--- config.mk ---
export PLATFORM = sky130hd
export DESIGN_NAME = tar_top
export DESIGN_NICKNAME = d
export VERILOG_FILES = /design/src/common/tar_pkg.sv /design/src/tar_top.sv
export SDC_FILE = /design/constraint.sdc
export NUM_CORES = 1
export LEC_CHECK = 0
export BUFFER_PORTS_ARGS = -buffer_cell sky130_fd_sc_hd__clkbuf_2
export CELL_PAD_IN_SITES_DETAIL_PLACEMENT = 1
export CELL_PAD_IN_SITES_GLOBAL_PLACEMENT = 2
export CORE_MARGIN = 2
export CORE_UTILIZATION = 40
export DETAILED_ROUTE_END_ITERATION = 8
export HOLD_SLACK_MARGIN = 0.15
export PLACE_DENSITY = 0.86
export SLEW_MARGIN = 30
export SYNTH_ARGS = -nofsm -noshare
export SYNTH_HDL_FRONTEND = slang
export SYNTH_SLANG_ARGS = --single-unit
--- constraint.sdc ---
create_clock -name i_core_clk -period 2.6 [get_ports i_core_clk]
set_input_delay 0.52 -clock i_core_clk [delete_from_list [all_inputs] [get_ports i_core_clk]]
set_output_delay 0.52 -clock i_core_clk [all_outputs]
set_load 0.02 [all_outputs]
--- src/common/tar_pkg.sv ---
// Package for the test access port and device reset block.
// Assumes one core clock domain; the block synchronises its raw pin inputs itself.
package tar_pkg;

    // Boundary-scan controller states
    typedef enum logic [3:0] {
        TAR_TLR, TAR_RTI, TAR_SEL_DR, TAR_CAP_DR, TAR_SH_DR, TAR_EX1_DR, TAR_PA_DR, TAR_EX2_DR, TAR_UPD_DR,
        TAR_SEL_IR, TAR_CAP_IR, TAR_SH_IR, TAR_EX1_IR, TAR_PA_IR, TAR_EX2_IR, TAR_UPD_IR
    } tar_state_t;

    localparam int           IR_W       = 4;
    localparam logic [3:0]   IR_IDCODE  = 4'h1;
    localparam logic [3:0]   IR_BYPASS  = 4'hf;
    localparam logic [3:0]   IR_CAPTURE = 4'h1;
    localparam logic [31:0]  IDCODE_DEF = 32'h0000_0001; // Arbitrary value, LSB must be 1
    localparam int           INIT_CYCLES = 16;

    // Sampled pin group
    typedef struct packed {
        logic tck;
        logic tms;
        logic tdi;
        logic trst_n;
        logic device_reset_n;
    } tar_pins_t;

endpackage : tar_pkg

--- src/tar_top.sv ---
// Boundary-scan test port and device reset sequencer for one die.
// Assumes the test clock is far slower than i_core_clk (edges found by sampling).
`timescale 1ns/1ns
`default_nettype none
module tar_top #(
    parameter logic [31:0] IDCODE     = tar_pkg::IDCODE_DEF,
    parameter int          INIT_COUNT = tar_pkg::INIT_CYCLES
) (
    input  wire logic  i_core_clk,
    input  wire logic  i_reset,
    input  wire logic  i_clk_en,
    input  wire logic  i_tck,
    input  wire logic  i_tms,
    input  wire logic  i_tdi,
    input  wire logic  i_trst_n,
    input  wire logic  i_device_reset_n,
    output logic       o_tdo,
    output logic       o_tdo_oe,
    output logic       o_func_reset,
    output logic       o_standby,
    output logic       o_init_busy,
    output logic       o_load_defaults
);
    // Init counter is 16 bits; a longer init needs a wider count
    if (INIT_COUNT < 1 || INIT_COUNT > 65535) begin : g_bad_init
        $error("INIT_COUNT out of range");
    end
    if (IDCODE[0] != 1'b1) begin : g_bad_id
        $error("IDCODE bit 0 must be 1");
    end

    // Two-stage synchronisers; first stage read only by the second
    tar_pkg::tar_pins_t s1_r, s2_r, pin_raw;
    // Only the clock needs a third stage, for edge finding
    logic               tck_d_r;
    assign pin_raw = '{tck: i_tck, tms: i_tms, tdi: i_tdi, trst_n: i_trst_n, device_reset_n: i_device_reset_n};

    tar_pkg::tar_state_t st_r, st_nxt;
    logic [tar_pkg::IR_W-1:0] ir_r, ir_nxt, irsh_r, irsh_nxt;
    logic [31:0] dr_r, dr_nxt;
    logic        tdo_r, tdo_nxt, oe_r, oe_nxt;
    logic        rise, fall, trst;

    assign rise = s2_r.tck & ~tck_d_r;
    assign fall = ~s2_r.tck & tck_d_r;
    // Test reset acts as soon as seen, no test clock edge needed
    assign trst = ~s2_r.trst_n;

    always_comb begin
        st_nxt   = st_r;
        ir_nxt   = ir_r;
        irsh_nxt = irsh_r;
        dr_nxt   = dr_r;
        tdo_nxt  = tdo_r;
        oe_nxt   = oe_r;
        if (trst) begin
            st_nxt = tar_pkg::TAR_TLR;
            ir_nxt = tar_pkg::IR_IDCODE;
            oe_nxt = 1'b0;
        end else if (rise) begin
            // Inputs taken on the rising edge
            case (st_r)
                tar_pkg::TAR_TLR:    st_nxt = s2_r.tms ? tar_pkg::TAR_TLR    : tar_pkg::TAR_RTI;
                tar_pkg::TAR_RTI:    st_nxt = s2_r.tms ? tar_pkg::TAR_SEL_DR : tar_pkg::TAR_RTI;
                tar_pkg::TAR_SEL_DR: st_nxt = s2_r.tms ? tar_pkg::TAR_SEL_IR : tar_pkg::TAR_CAP_DR;
                tar_pkg::TAR_CAP_DR: st_nxt = s2_r.tms ? tar_pkg::TAR_EX1_DR : tar_pkg::TAR_SH_DR;
                tar_pkg::TAR_SH_DR:  st_nxt = s2_r.tms ? tar_pkg::TAR_EX1_DR : tar_pkg::TAR_SH_DR;
                tar_pkg::TAR_EX1_DR: st_nxt = s2_r.tms ? tar_pkg::TAR_UPD_DR : tar_pkg::TAR_PA_DR;
                tar_pkg::TAR_PA_DR:  st_nxt = s2_r.tms ? tar_pkg::TAR_EX2_DR : tar_pkg::TAR_PA_DR;
                tar_pkg::TAR_EX2_DR: st_nxt = s2_r.tms ? tar_pkg::TAR_UPD_DR : tar_pkg::TAR_SH_DR;
                tar_pkg::TAR_UPD_DR: st_nxt = s2_r.tms ? tar_pkg::TAR_SEL_DR : tar_pkg::TAR_RTI;
                tar_pkg::TAR_SEL_IR: st_nxt = s2_r.tms ? tar_pkg::TAR_TLR    : tar_pkg::TAR_CAP_IR;
                tar_pkg::TAR_CAP_IR: st_nxt = s2_r.tms ? tar_pkg::TAR_EX1_IR : tar_pkg::TAR_SH_IR;
                tar_pkg::TAR_SH_IR:  st_nxt = s2_r.tms ? tar_pkg::TAR_EX1_IR : tar_pkg::TAR_SH_IR;
                tar_pkg::TAR_EX1_IR: st_nxt = s2_r.tms ? tar_pkg::TAR_UPD_IR : tar_pkg::TAR_PA_IR;
                tar_pkg::TAR_PA_IR:  st_nxt = s2_r.tms ? tar_pkg::TAR_EX2_IR : tar_pkg::TAR_PA_IR;
                tar_pkg::TAR_EX2_IR: st_nxt = s2_r.tms ? tar_pkg::TAR_UPD_IR : tar_pkg::TAR_SH_IR;
                tar_pkg::TAR_UPD_IR: st_nxt = s2_r.tms ? tar_pkg::TAR_SEL_DR : tar_pkg::TAR_RTI;
                default:             st_nxt = tar_pkg::TAR_TLR;
            endcase
            case (st_r)
                tar_pkg::TAR_TLR:    ir_nxt = tar_pkg::IR_IDCODE;
                tar_pkg::TAR_CAP_IR: irsh_nxt = tar_pkg::IR_CAPTURE;
                tar_pkg::TAR_SH_IR:  irsh_nxt = {s2_r.tdi, irsh_r[tar_pkg::IR_W-1:1]};
                tar_pkg::TAR_UPD_IR: ir_nxt = irsh_r;
                // Same code on all dies since it is a fixed parameter
                tar_pkg::TAR_CAP_DR: dr_nxt = (ir_r == tar_pkg::IR_IDCODE) ? IDCODE : 32'h0000_0000;
                tar_pkg::TAR_SH_DR: begin
                    if (ir_r == tar_pkg::IR_IDCODE)
                        dr_nxt = {s2_r.tdi, dr_r[31:1]};
                    else
                        dr_nxt = {31'h0000_0000, s2_r.tdi}; // Bypass one-bit path
                end
                default: ;
            endcase
        end else if (fall) begin
            // Data output moves only on falling edge, enable also cleared by test reset; idle otherwise
            oe_nxt  = (st_r == tar_pkg::TAR_SH_DR) || (st_r == tar_pkg::TAR_SH_IR);
            tdo_nxt = (st_r == tar_pkg::TAR_SH_IR) ? irsh_r[0] : dr_r[0];
        end
    end

    // Device reset and initialization
    typedef enum logic [1:0] {TAR_RST, TAR_INIT, TAR_RUN} tar_dev_t;
    tar_dev_t   dv_r, dv_nxt;
    logic [15:0] cnt_r, cnt_nxt;
    logic        frst_r, frst_nxt, sby_r, sby_nxt, busy_r, busy_nxt, ld_r, ld_nxt;

    always_comb begin
        dv_nxt   = dv_r;
        cnt_nxt  = cnt_r;
        if (!s2_r.device_reset_n) begin
            dv_nxt = TAR_RST;
        end else begin
            case (dv_r)
                TAR_RST: begin
                    dv_nxt  = TAR_INIT;
                    // Counts down to zero, so init stands INIT_COUNT+1 cycles
                    cnt_nxt = 16'(INIT_COUNT);
                end
                TAR_INIT: begin
                    if (cnt_r == 16'h0000) dv_nxt = TAR_RUN;
                    else cnt_nxt = cnt_r - 16'h0001;
                end
                TAR_RUN: ;
                default: dv_nxt = TAR_RST;
            endcase
        end
        frst_nxt = (dv_nxt != TAR_RUN);
        sby_nxt  = (dv_nxt == TAR_RST);
        busy_nxt = (dv_nxt == TAR_INIT);
        // Defaults load exactly while busy, never after functions are released
        ld_nxt   = (dv_nxt == TAR_INIT);
    end

    always_ff @(posedge i_core_clk) begin
        if (i_reset) begin
            s1_r   <= '0;
            s2_r   <= '0;
            tck_d_r <= 1'b0;
            st_r   <= tar_pkg::TAR_TLR;
            ir_r   <= tar_pkg::IR_IDCODE;
            irsh_r <= '0;
            dr_r   <= '0;
            tdo_r  <= 1'b0;
            oe_r   <= 1'b0;
            dv_r   <= TAR_RST;
            cnt_r  <= '0;
            frst_r <= 1'b1;
            sby_r  <= 1'b1;
            busy_r <= 1'b0;
            ld_r   <= 1'b0;
        end else if (i_clk_en) begin
            s1_r   <= pin_raw;
            s2_r   <= s1_r;
            tck_d_r <= s2_r.tck;
            st_r   <= st_nxt;
            ir_r   <= ir_nxt;
            irsh_r <= irsh_nxt;
            dr_r   <= dr_nxt;
            tdo_r  <= tdo_nxt;
            oe_r   <= oe_nxt;
            dv_r   <= dv_nxt;
            cnt_r  <= cnt_nxt;
            frst_r <= frst_nxt;
            sby_r  <= sby_nxt;
            busy_r <= busy_nxt;
            ld_r   <= ld_nxt;
        end
    end

    assign o_tdo           = tdo_r;
    assign o_tdo_oe        = oe_r;
    assign o_func_reset    = frst_r;
    assign o_standby       = sby_r;
    assign o_init_busy     = busy_r;
    assign o_load_defaults = ld_r;
endmodule : tar_top
`default_nettype wire

* Word level (Yosys, flattened, before mapping) *
Cells that the tools add are included.

cells by class
  reductions and logical operators = 18
  multiplexer cells = 31
  bitwise operators = 5
  add/sub/neg operators = 1
  equality and inequality tests = 25

operators with widths
  operator                 number
  $pmux W32 S2             1
  $pmux W4 S12             1
  $eq A4 B4 Y1 const B     8
  $mux W32                 1
  $mux W4                  8
  $pmux W16 S2             1
  $eq A4 B3 Y1 const B     4
  $logic_not A16 Y1        1
  $mux W16                 1
  $pmux W4 S2              2
  $reduce_and A4 Y1        4
  $sub A16 B1 Y16 const B  1
  $mux W2                  5
  $eq A4 B1 Y1 const B     2
  $eq A4 B2 Y1 const B     2
  $mux W1                  8
  $mux W3                  2
  $ne A2 B2 Y1 const B     3
  $pmux W2 S3              1
  $reduce_and A3 Y1        2
  $reduce_bool A2 Y1       3
  $eq A2 B1 Y1 const B     2
  $logic_not A2 Y1         2
  $logic_not A4 Y1         1
  other kinds (9)          14

storage, ports and cells
  output and inout port bits = 6
  register bits after elaboration = 78

* Longest topological paths before layout *
Gate-level depths: netlist (run 1).

  depth in word-level cells = 5
  gate-level depth with buffers = 8
  depth with buffers taken out = 7

* Least setup slack after synthesis (run 1) *
OpenSTA, ideal clock, no wires.

  path type = register to register
  start = register cnt_r[0]
  end = register cnt_r[15]
  slack = 0.820 ns
  cell stages (with the launch flop) = 9
  arrival = 1.710 ns
  buffers on the path = 1
  period minus slack after synthesis = 1.780 ns
  cell sequence = dfxtp_1 > inv_1 > ha_1 > or3b_1 > buf_2 > nor2_1 > a311oi_4 > nand4b_1 > a21oi_1

between the ends
  longest elaborated chain between the ends = 3
  elaborated cells on any way between the ends = 6
  those cells by class = add/sub (1); eq/ne (1); mux (2); reduce/logical (2)

ends and longest elaborated chain
  element                                               RTL line                        RTL
  start: declaration                                    tar_top.sv:106                  logic [15:0] cnt_r, cnt_nxt;
  start signal: assignment                              tar_top.sv:164                  cnt_r <= cnt_nxt;
  $sub A16 B1 Y16 or $logic_not A16 Y1 (tied branches)  tar_top.sv:123, tar_top.sv:122
  $mux W16 or $ne A2 B2 Y1 (tied branches)              n/a
  $pmux W16 S2 or $reduce_and A4 Y1 (tied branches)     n/a

Parallel ways exist; a longest one is shown, timed or not. The select of a mux whose other input is x is not followed.
A chain may end at the register's enable or synchronous reset.

* Worst setup path after layout (run 1) *
  start = register cnt_r[13]
  end = register cnt_r[4]

between the ends
  longest elaborated chain between the ends = 3

ends and longest elaborated chain
  element                             RTL line        RTL
  $logic_not A16 Y1                   tar_top.sv:122  if (cnt_r == 16'h0000) dv_nxt = TAR_RUN;
  $ne A2 B2 Y1 (no source line)       n/a
  $reduce_and A4 Y1 (no source line)  n/a

No other way between the ends.

==> results of run 1 <==
-- registers in the layout, summed over array words and instances, names as in the netlist, 2 cells and up --
register and cells:
s2_r 5, ir_r 4, dr_r 32, dv_r 2, irsh_r 4, cnt_r 16
s1_r 5, st_r 4
-- per-stage QoR --
stage / hold WS (ps) / instances
floorplan: 433 / 403
global route: 407 / 511
global placement: 460 / 495
finish: 410 / 511
CTS: 398 / 511
detailed placement: 473 / 495
-- synth_stat cells (2+ instances only) --
library cell,n
nor4b_1,2
or4_4,2
o21ai_0,16
xnor2_1,2
nor4_1,3
a31oi_1,4
o21ai_1,2
mux2i_1,13
and3_1,2
nor2_1,69
nor2b_1,5
o211ai_1,2
o31ai_1,2
nor3b_1,4
a21o_1,2
nor3_1,7
a21oi_1,35
nand3_1,17
dfxtp_1,78
clkbuf_1,20
nand4_1,3
inv_1,8
or3_1,4
buf_2,9
nand3b_1,3
mux2_2,2
o21a_1,2
a22oi_1,30
nand2_1,21
buf_4,2
nand2b_1,6
o21bai_1,2
-- final cells by class --
class / instances / area share
Sequential cell: 78 / 0.415
Tap cell: 105 / 0.0349
Clock inverter: 5 / 0.0150
Timing Repair Buffer: 19 / 0.0326
Inverter: 8 / 0.00798
Multi-Input combinational cell: 285 / 0.457
Clock buffer: 11 / 0.0376
-- routing by layer --
metal	vias to the layer above	routed length, um	GRT usage
met4	0	74	0.0390
met5	-	0	0
met3	6	173	0.0441
met1	1383	3770	0.222
met2	29	3520	0.270
li1	1431	-	-
-- logic make-up (layout without fill, tap and decap cells) --
group | count (synthesis) | count (layout) | synth area share
AOI/OAI and AO/OA | 107 | 107 | 0.204
xor gates and xnor gates | 2 | 2 | 0.00508
adders and majority gates | 1 | 1 | 0.00363
buffers and inverters | 40 | 43 | 0.0490
DFF | 78 | 78 | 0.453
muxes | 15 | 15 | 0.0443
and+or+nand+nor | 160 | 160 | 0.241
-- power by group through the flow --
stage | clock, W | sequential, W | combinational (W)
floorplan | 0 | 0.00124 | 0.0000714
global placement | 0 | 0.00124 | 0.0000924
detailed placement | 0 | 0.00124 | 0.0000940
CTS | 0.000954 | 0.00122 | 0.0000944
global route | 0.00100 | 0.00122 | 0.000104
finish | 0.000915 | 0.00122 | 0.0000932
-- worst register-to-register path: stages (launching register included) --
cell      delay (ps)
dfxtp_1          370
nor4b_4          520
nand3_1          250
o21ai_1          360
buf_4            240
o21bai_1         130
a221oi_2          80
-- worst paths after layout --
path,from,end,slack (ps)
min,i_tdi,s1_r[2],410
min reg2reg,dr_r[0],dr_r[0],470
max reg2reg,cnt_r[13],cnt_r[4],520
max,cnt_r[13],cnt_r[4],520
==> qor.yml, run 1 <==
status:
  status: "completed"
global_routing:
  grt_overflow: 0
  grt_usage: 0.167
  grt_pass1_vias: 2822
  grt_max_degree: 57
  grt_pass1_wl_um: 13100
  grt_antenna_before_repair: 0
die:
  die_x_um: 96.8
  dieArea_um2: 9370
  core_um2: 8300
  num_rows: 33
  start_util: 0.415
  die_h_um: 96.8
  io_pins: 14
worst_setup_path:
  crit_buf_inv: 1
  crit_path_end_kind: "register"
  r2r_cells: 6
  critPathMaxStageDelay_ps: 510
  crit_cells: 6
  critPathLaunchType: "register"
  crit_fanout: 10
  cp_cell_sequence: "nor4b_4 -> nand3_1 -> o21ai_1 -> buf_4 -> o21bai_1 -> a221oi_2"
  cp_slowest_cell: "nor4b_4"
  worstPathArrival_ps: 2290
  required_ps: 2810
  crit_type: "register to register"
  crit_family: "simple AND/OR/NAND/NOR gates"
final_layout:
  area_growth_pct: 9.15
  final_util: 0.453
  finalInstanceArea_um2: 3760
  multi_input_area_um2: 1720
  final_nets: 410
  n_antenna_cell: 0
  mostFrequentLayoutCell: "dfxtp_1"
  regArea_um2: 1560
  drive_above_1_share: 0.118
  fillers: 1005
  final_cell_mix: "78 x dfxtp_1, 68 x nor2_1, 35 x a21oi_1, 30 x a22oi_1, 21 x nand2_1"
pwr:
  ir_drop_mv: 0.461
  p_sw_w: 0.000516
  swShare: 0.232
  pwr-share-comb: 0.042
  p_leak_nw: 1.29
  power.total_w: 0.00222
  p_int_w: 0.00171
  p_clk_frac: 0.411
  power.density_nw_per_um2: 591
  seqPwrFrac: 0.547
routing:
  final_antenna_net_count: 0
  viasPerCell: 5.58
  routed_wirelength_um: 7540
  drtIter0Drc: 114
  routedWlPerCell_um: 14.8
  first_pass_iters: 4
  route.detailed.drc: 0
  vias: 2849
yosys:
  synth_warnings: 0
  synthesis.nets: 412
  synth_top_area_share: 0.453
  synth_top_cell_by_area: "dfxtp_1"
  synth.distinct_cells: 56
  synth-edff-count: 0
  ys.flop_type: "dfxtp_1"
  async_reset_ff_frac: 0
  synthTopCellsByArea: "dfxtp_1 45%, nor2_1 7.5%, a22oi_1 6.5%"
  synth.cell_area_um2: 3450
  synth_seq_cells: 78
  avgSynthCellArea_um2: 8.55
  synth_cells: 403
  seq_area_frac_synth: 0.453
clock_network:
  post_cts_buffers: 0
  cts_buffers: 9
  cts_hold_buf: 0
  cts-resized-gates: 0
  clk_latency_ps: 340
  cts_tree: "yes"
  cts-root-buf: "clkbuf_8"
  clockBufferDepth: 2
  clkTransAtPathRegs_ps: 90
  clock-sinks: 78
  cts_htree_levels: 3
placed_design:
  post-place-ws_ps: 514
  place_hpwl_um: 5060
  port-buffer-count: 13
  gp_congestion: 0.735
  place_area_um2: 3560
timing:
  hold_violations: 0
  rsz0062_at_grt: "false"
  setup_ws_ps: 515
  worstMarginPinSlew_ps: 641
  skew_ps: 15.2
  tns_ps: 0
  final.min_clock_period_ps: 2080
  slew_violations: 0
  max_freq_mhz: 480
  finalCritPeriodShare: 0.802
  slew-limit-headroom: 0.570
  setup_viol: 0
hold_path:
  min_path_type: "primary input to register"
  hold_depth: 3
flow_run:
  cap_viol_max_count: 0
No activity file was read; power rests on OpenSTA's default activity.
==> run 2, diff against run 1 <==
CORE_UTILIZATION = 38   (was 40)
PLACE_DENSITY = 0.83   (was 0.86)
clock period = 2 ns   (was 2.6 ns; I/O delays follow)
==> qor.yml, run 2 (synthesis gave the netlist of run 1 again) <==
final_layout:
  fillers: 1037
  area_growth_pct: 15.1
  final_nets: 426
  fin_cells: 529
  drive_above_1_share: 0.162
  final_cell_mix: "78 x dfxtp_1, 67 x nor2_1, 35 x a21oi_1, 30 x a22oi_1, 21 x nand2_1"
  largest_reg_flops: 32
  reg_top3: "dr_r (32), cnt_r (16)"
  regMostFlops: "dr_r"
  n_antenna_cell: 0
  mostFrequentLayoutCell: "dfxtp_1"
  final_util: 0.452
die:
  core_um2: 8760
  dieArea_um2: 9850
  die_x_um: 99.2
  die_h_um: 99.2
  io_pins: 14
  start_util: 0.393
  num_rows: 34
timing:
  finalCritPeriodShare: 0.948
  skew_ps: 11.9
  final.min_clock_period_ps: 1900
  rsz0062_at_grt: "false"
  worstMarginPinSlew_ps: 455
  hold_violations: 0
  slew_violations: 0
  setup_viol: 0
  slew-limit-headroom: 0.696
  tns_ps: 0
  max_freq_mhz: 527
worst_setup_path:
  crit_path_end_kind: "register"
  r2r_setup_slack_ps: 100
  r2r_end: "cnt_r[15]"
  cp_slowest_cell: "dfxtp_1"
  r2r_cells: 8
  cp_cell_sequence: "inv_1 -> ha_1 -> or3b_4 -> nor2_2 -> a311oi_4 -> buf_12 -> nand4b_1 -> a21oi_1"
  required_ps: 2270
  worstPathArrival_ps: 2170
  crit_type: "register to register"
  r2r_start: "cnt_r[0]"
  critPathMaxStageDelay_ps: 380
  crit_family: "compound AO/OA/AOI/OAI gates"
  crit_buf_inv: 2
  critPathLaunchType: "register"
  crit_fanout: 10
pwr:
  power.density_nw_per_um2: 738
  pwr-share-comb: 0.047
  power.total_w: 0.00292
  swShare: 0.228
  p_sw_w: 0.000666
  seqPwrFrac: 0.541
  p_int_w: 0.00226
  p_leak_nw: 1.40
  p_clk_frac: 0.413
  ir_drop_mv: 0.328
routing:
  route.detailed.drc: 0
  final_antenna_net_count: 0
  routed_wirelength_um: 7950
  drtIter0Drc: 74
  viasPerCell: 5.53
  first_pass_iters: 4
  vias: 2927
  routedWlPerCell_um: 15.0
hold_path:
  min_delay_worst_endpoint: "s1_r[4]"
  hold_depth: 3
  min_path_type: "primary input to register"
  worst_hold_startpoint: "i_tck"
flow_run:
  cap_viol_max_count: 0
placed_design:
  placedCellCount: 513
  gp_congestion: 0.840
  port-buffer-count: 13
  place_hpwl_um: 5330
clock_network:
  cts-root-buf: "clkbuf_8"
  clock-sinks: 78
  cts_htree_levels: 3
  cts_buffers: 9
  cts_tree: "yes"
  clockBufferDepth: 2
  clkTransAtPathRegs_ps: 90
  clk_latency_ps: 340
global_routing:
  grt_antenna_before_repair: 0
  grt_overflow: 0
  grt_usage: 0.171
  grt_pass1_vias: 2879
  grt_max_degree: 44
  grt_pass1_wl_um: 13700
status:
  status: "completed"
## run 2: cell types whose count changed in the layout (fill, tap and decap cells not counted), sizes merged
| cell | change |
|---|---|
| buf | +16 |
| clkinvlp | -1 |
| clkbuf | +1 |
| inv | -1 |
## run 2: timing repair
action	4_1_cts	5_1_grt
pin swaps	1	1
setup endpoints to repair	9	15
hold buffers	0	0
buffers inserted	0	1
resized for setup	0	6
## run 2: how the worst max path moves through the flow
stage,from,to,depth (start not counted)
global placement,i_clk_en,cnt_r[14],7
CTS,cnt_r[0],cnt_r[4],8
floorplan,cnt_r[0],cnt_r[15],8
detailed placement,cnt_r[0],cnt_r[15],7
finish,cnt_r[0],cnt_r[15],8
global route,cnt_r[0],cnt_r[15],8
## run 2: final cells by class
class	count	area, um2	share of cell area
clock buffer	12	155	0.0391
clock inverter	3	43.8	0.0110
inverter	8	30.0	0.00757
multi-input combinational	285	1750	0.441
sequential	78	1560	0.394
tap	108	135	0.0341
timing repair buffer	35	293	0.0738
## run 2: worst reg2reg max path, cell delays in order, from the launching register on
cell and delay (ps):
dfxtp_1 380, inv_1 80, ha_1 230, or3b_4 290, nor2_2 60, a311oi_4 350, buf_12 180, nand4b_1 100
a21oi_1 150
## run 2: power by group through the flow
stage	Combinational, W	Clock (W)	Sequential [W]
after floorplan	0.0000929	0	0.00161
after global placement	0.000134	0	0.00162
after detailed placement	0.000135	0	0.00162
after CTS	0.000136	0.00124	0.00158
after global routing	0.000153	0.00131	0.00158
final	0.000137	0.00121	0.00158
## run 2: routing by layer
layer | GRT usage | wire length, um | share of wire
met5 | 0 | 0 | 0
met2 | 0.277 | 3580 | 0.45
met1 | 0.222 | 4030 | 0.51
met4 | 0.0727 | 138 | 0.017
met3 | 0.0337 | 200 | 0.025
## run 2: metrics by stage
step | instance area (um2) | hold slack, ps | worst slack [ps]
2_1_floorplan | 3450 | 433 | 220
3_3_place_gp | 3720 | 457 | 43.1
3_5_place_dp | 3720 | 457 | -53.3
4_1_cts | 3920 | 282 | 8.04
5_1_grt | 3970 | 310 | 5.23
6_report | 3970 | 294 | 104
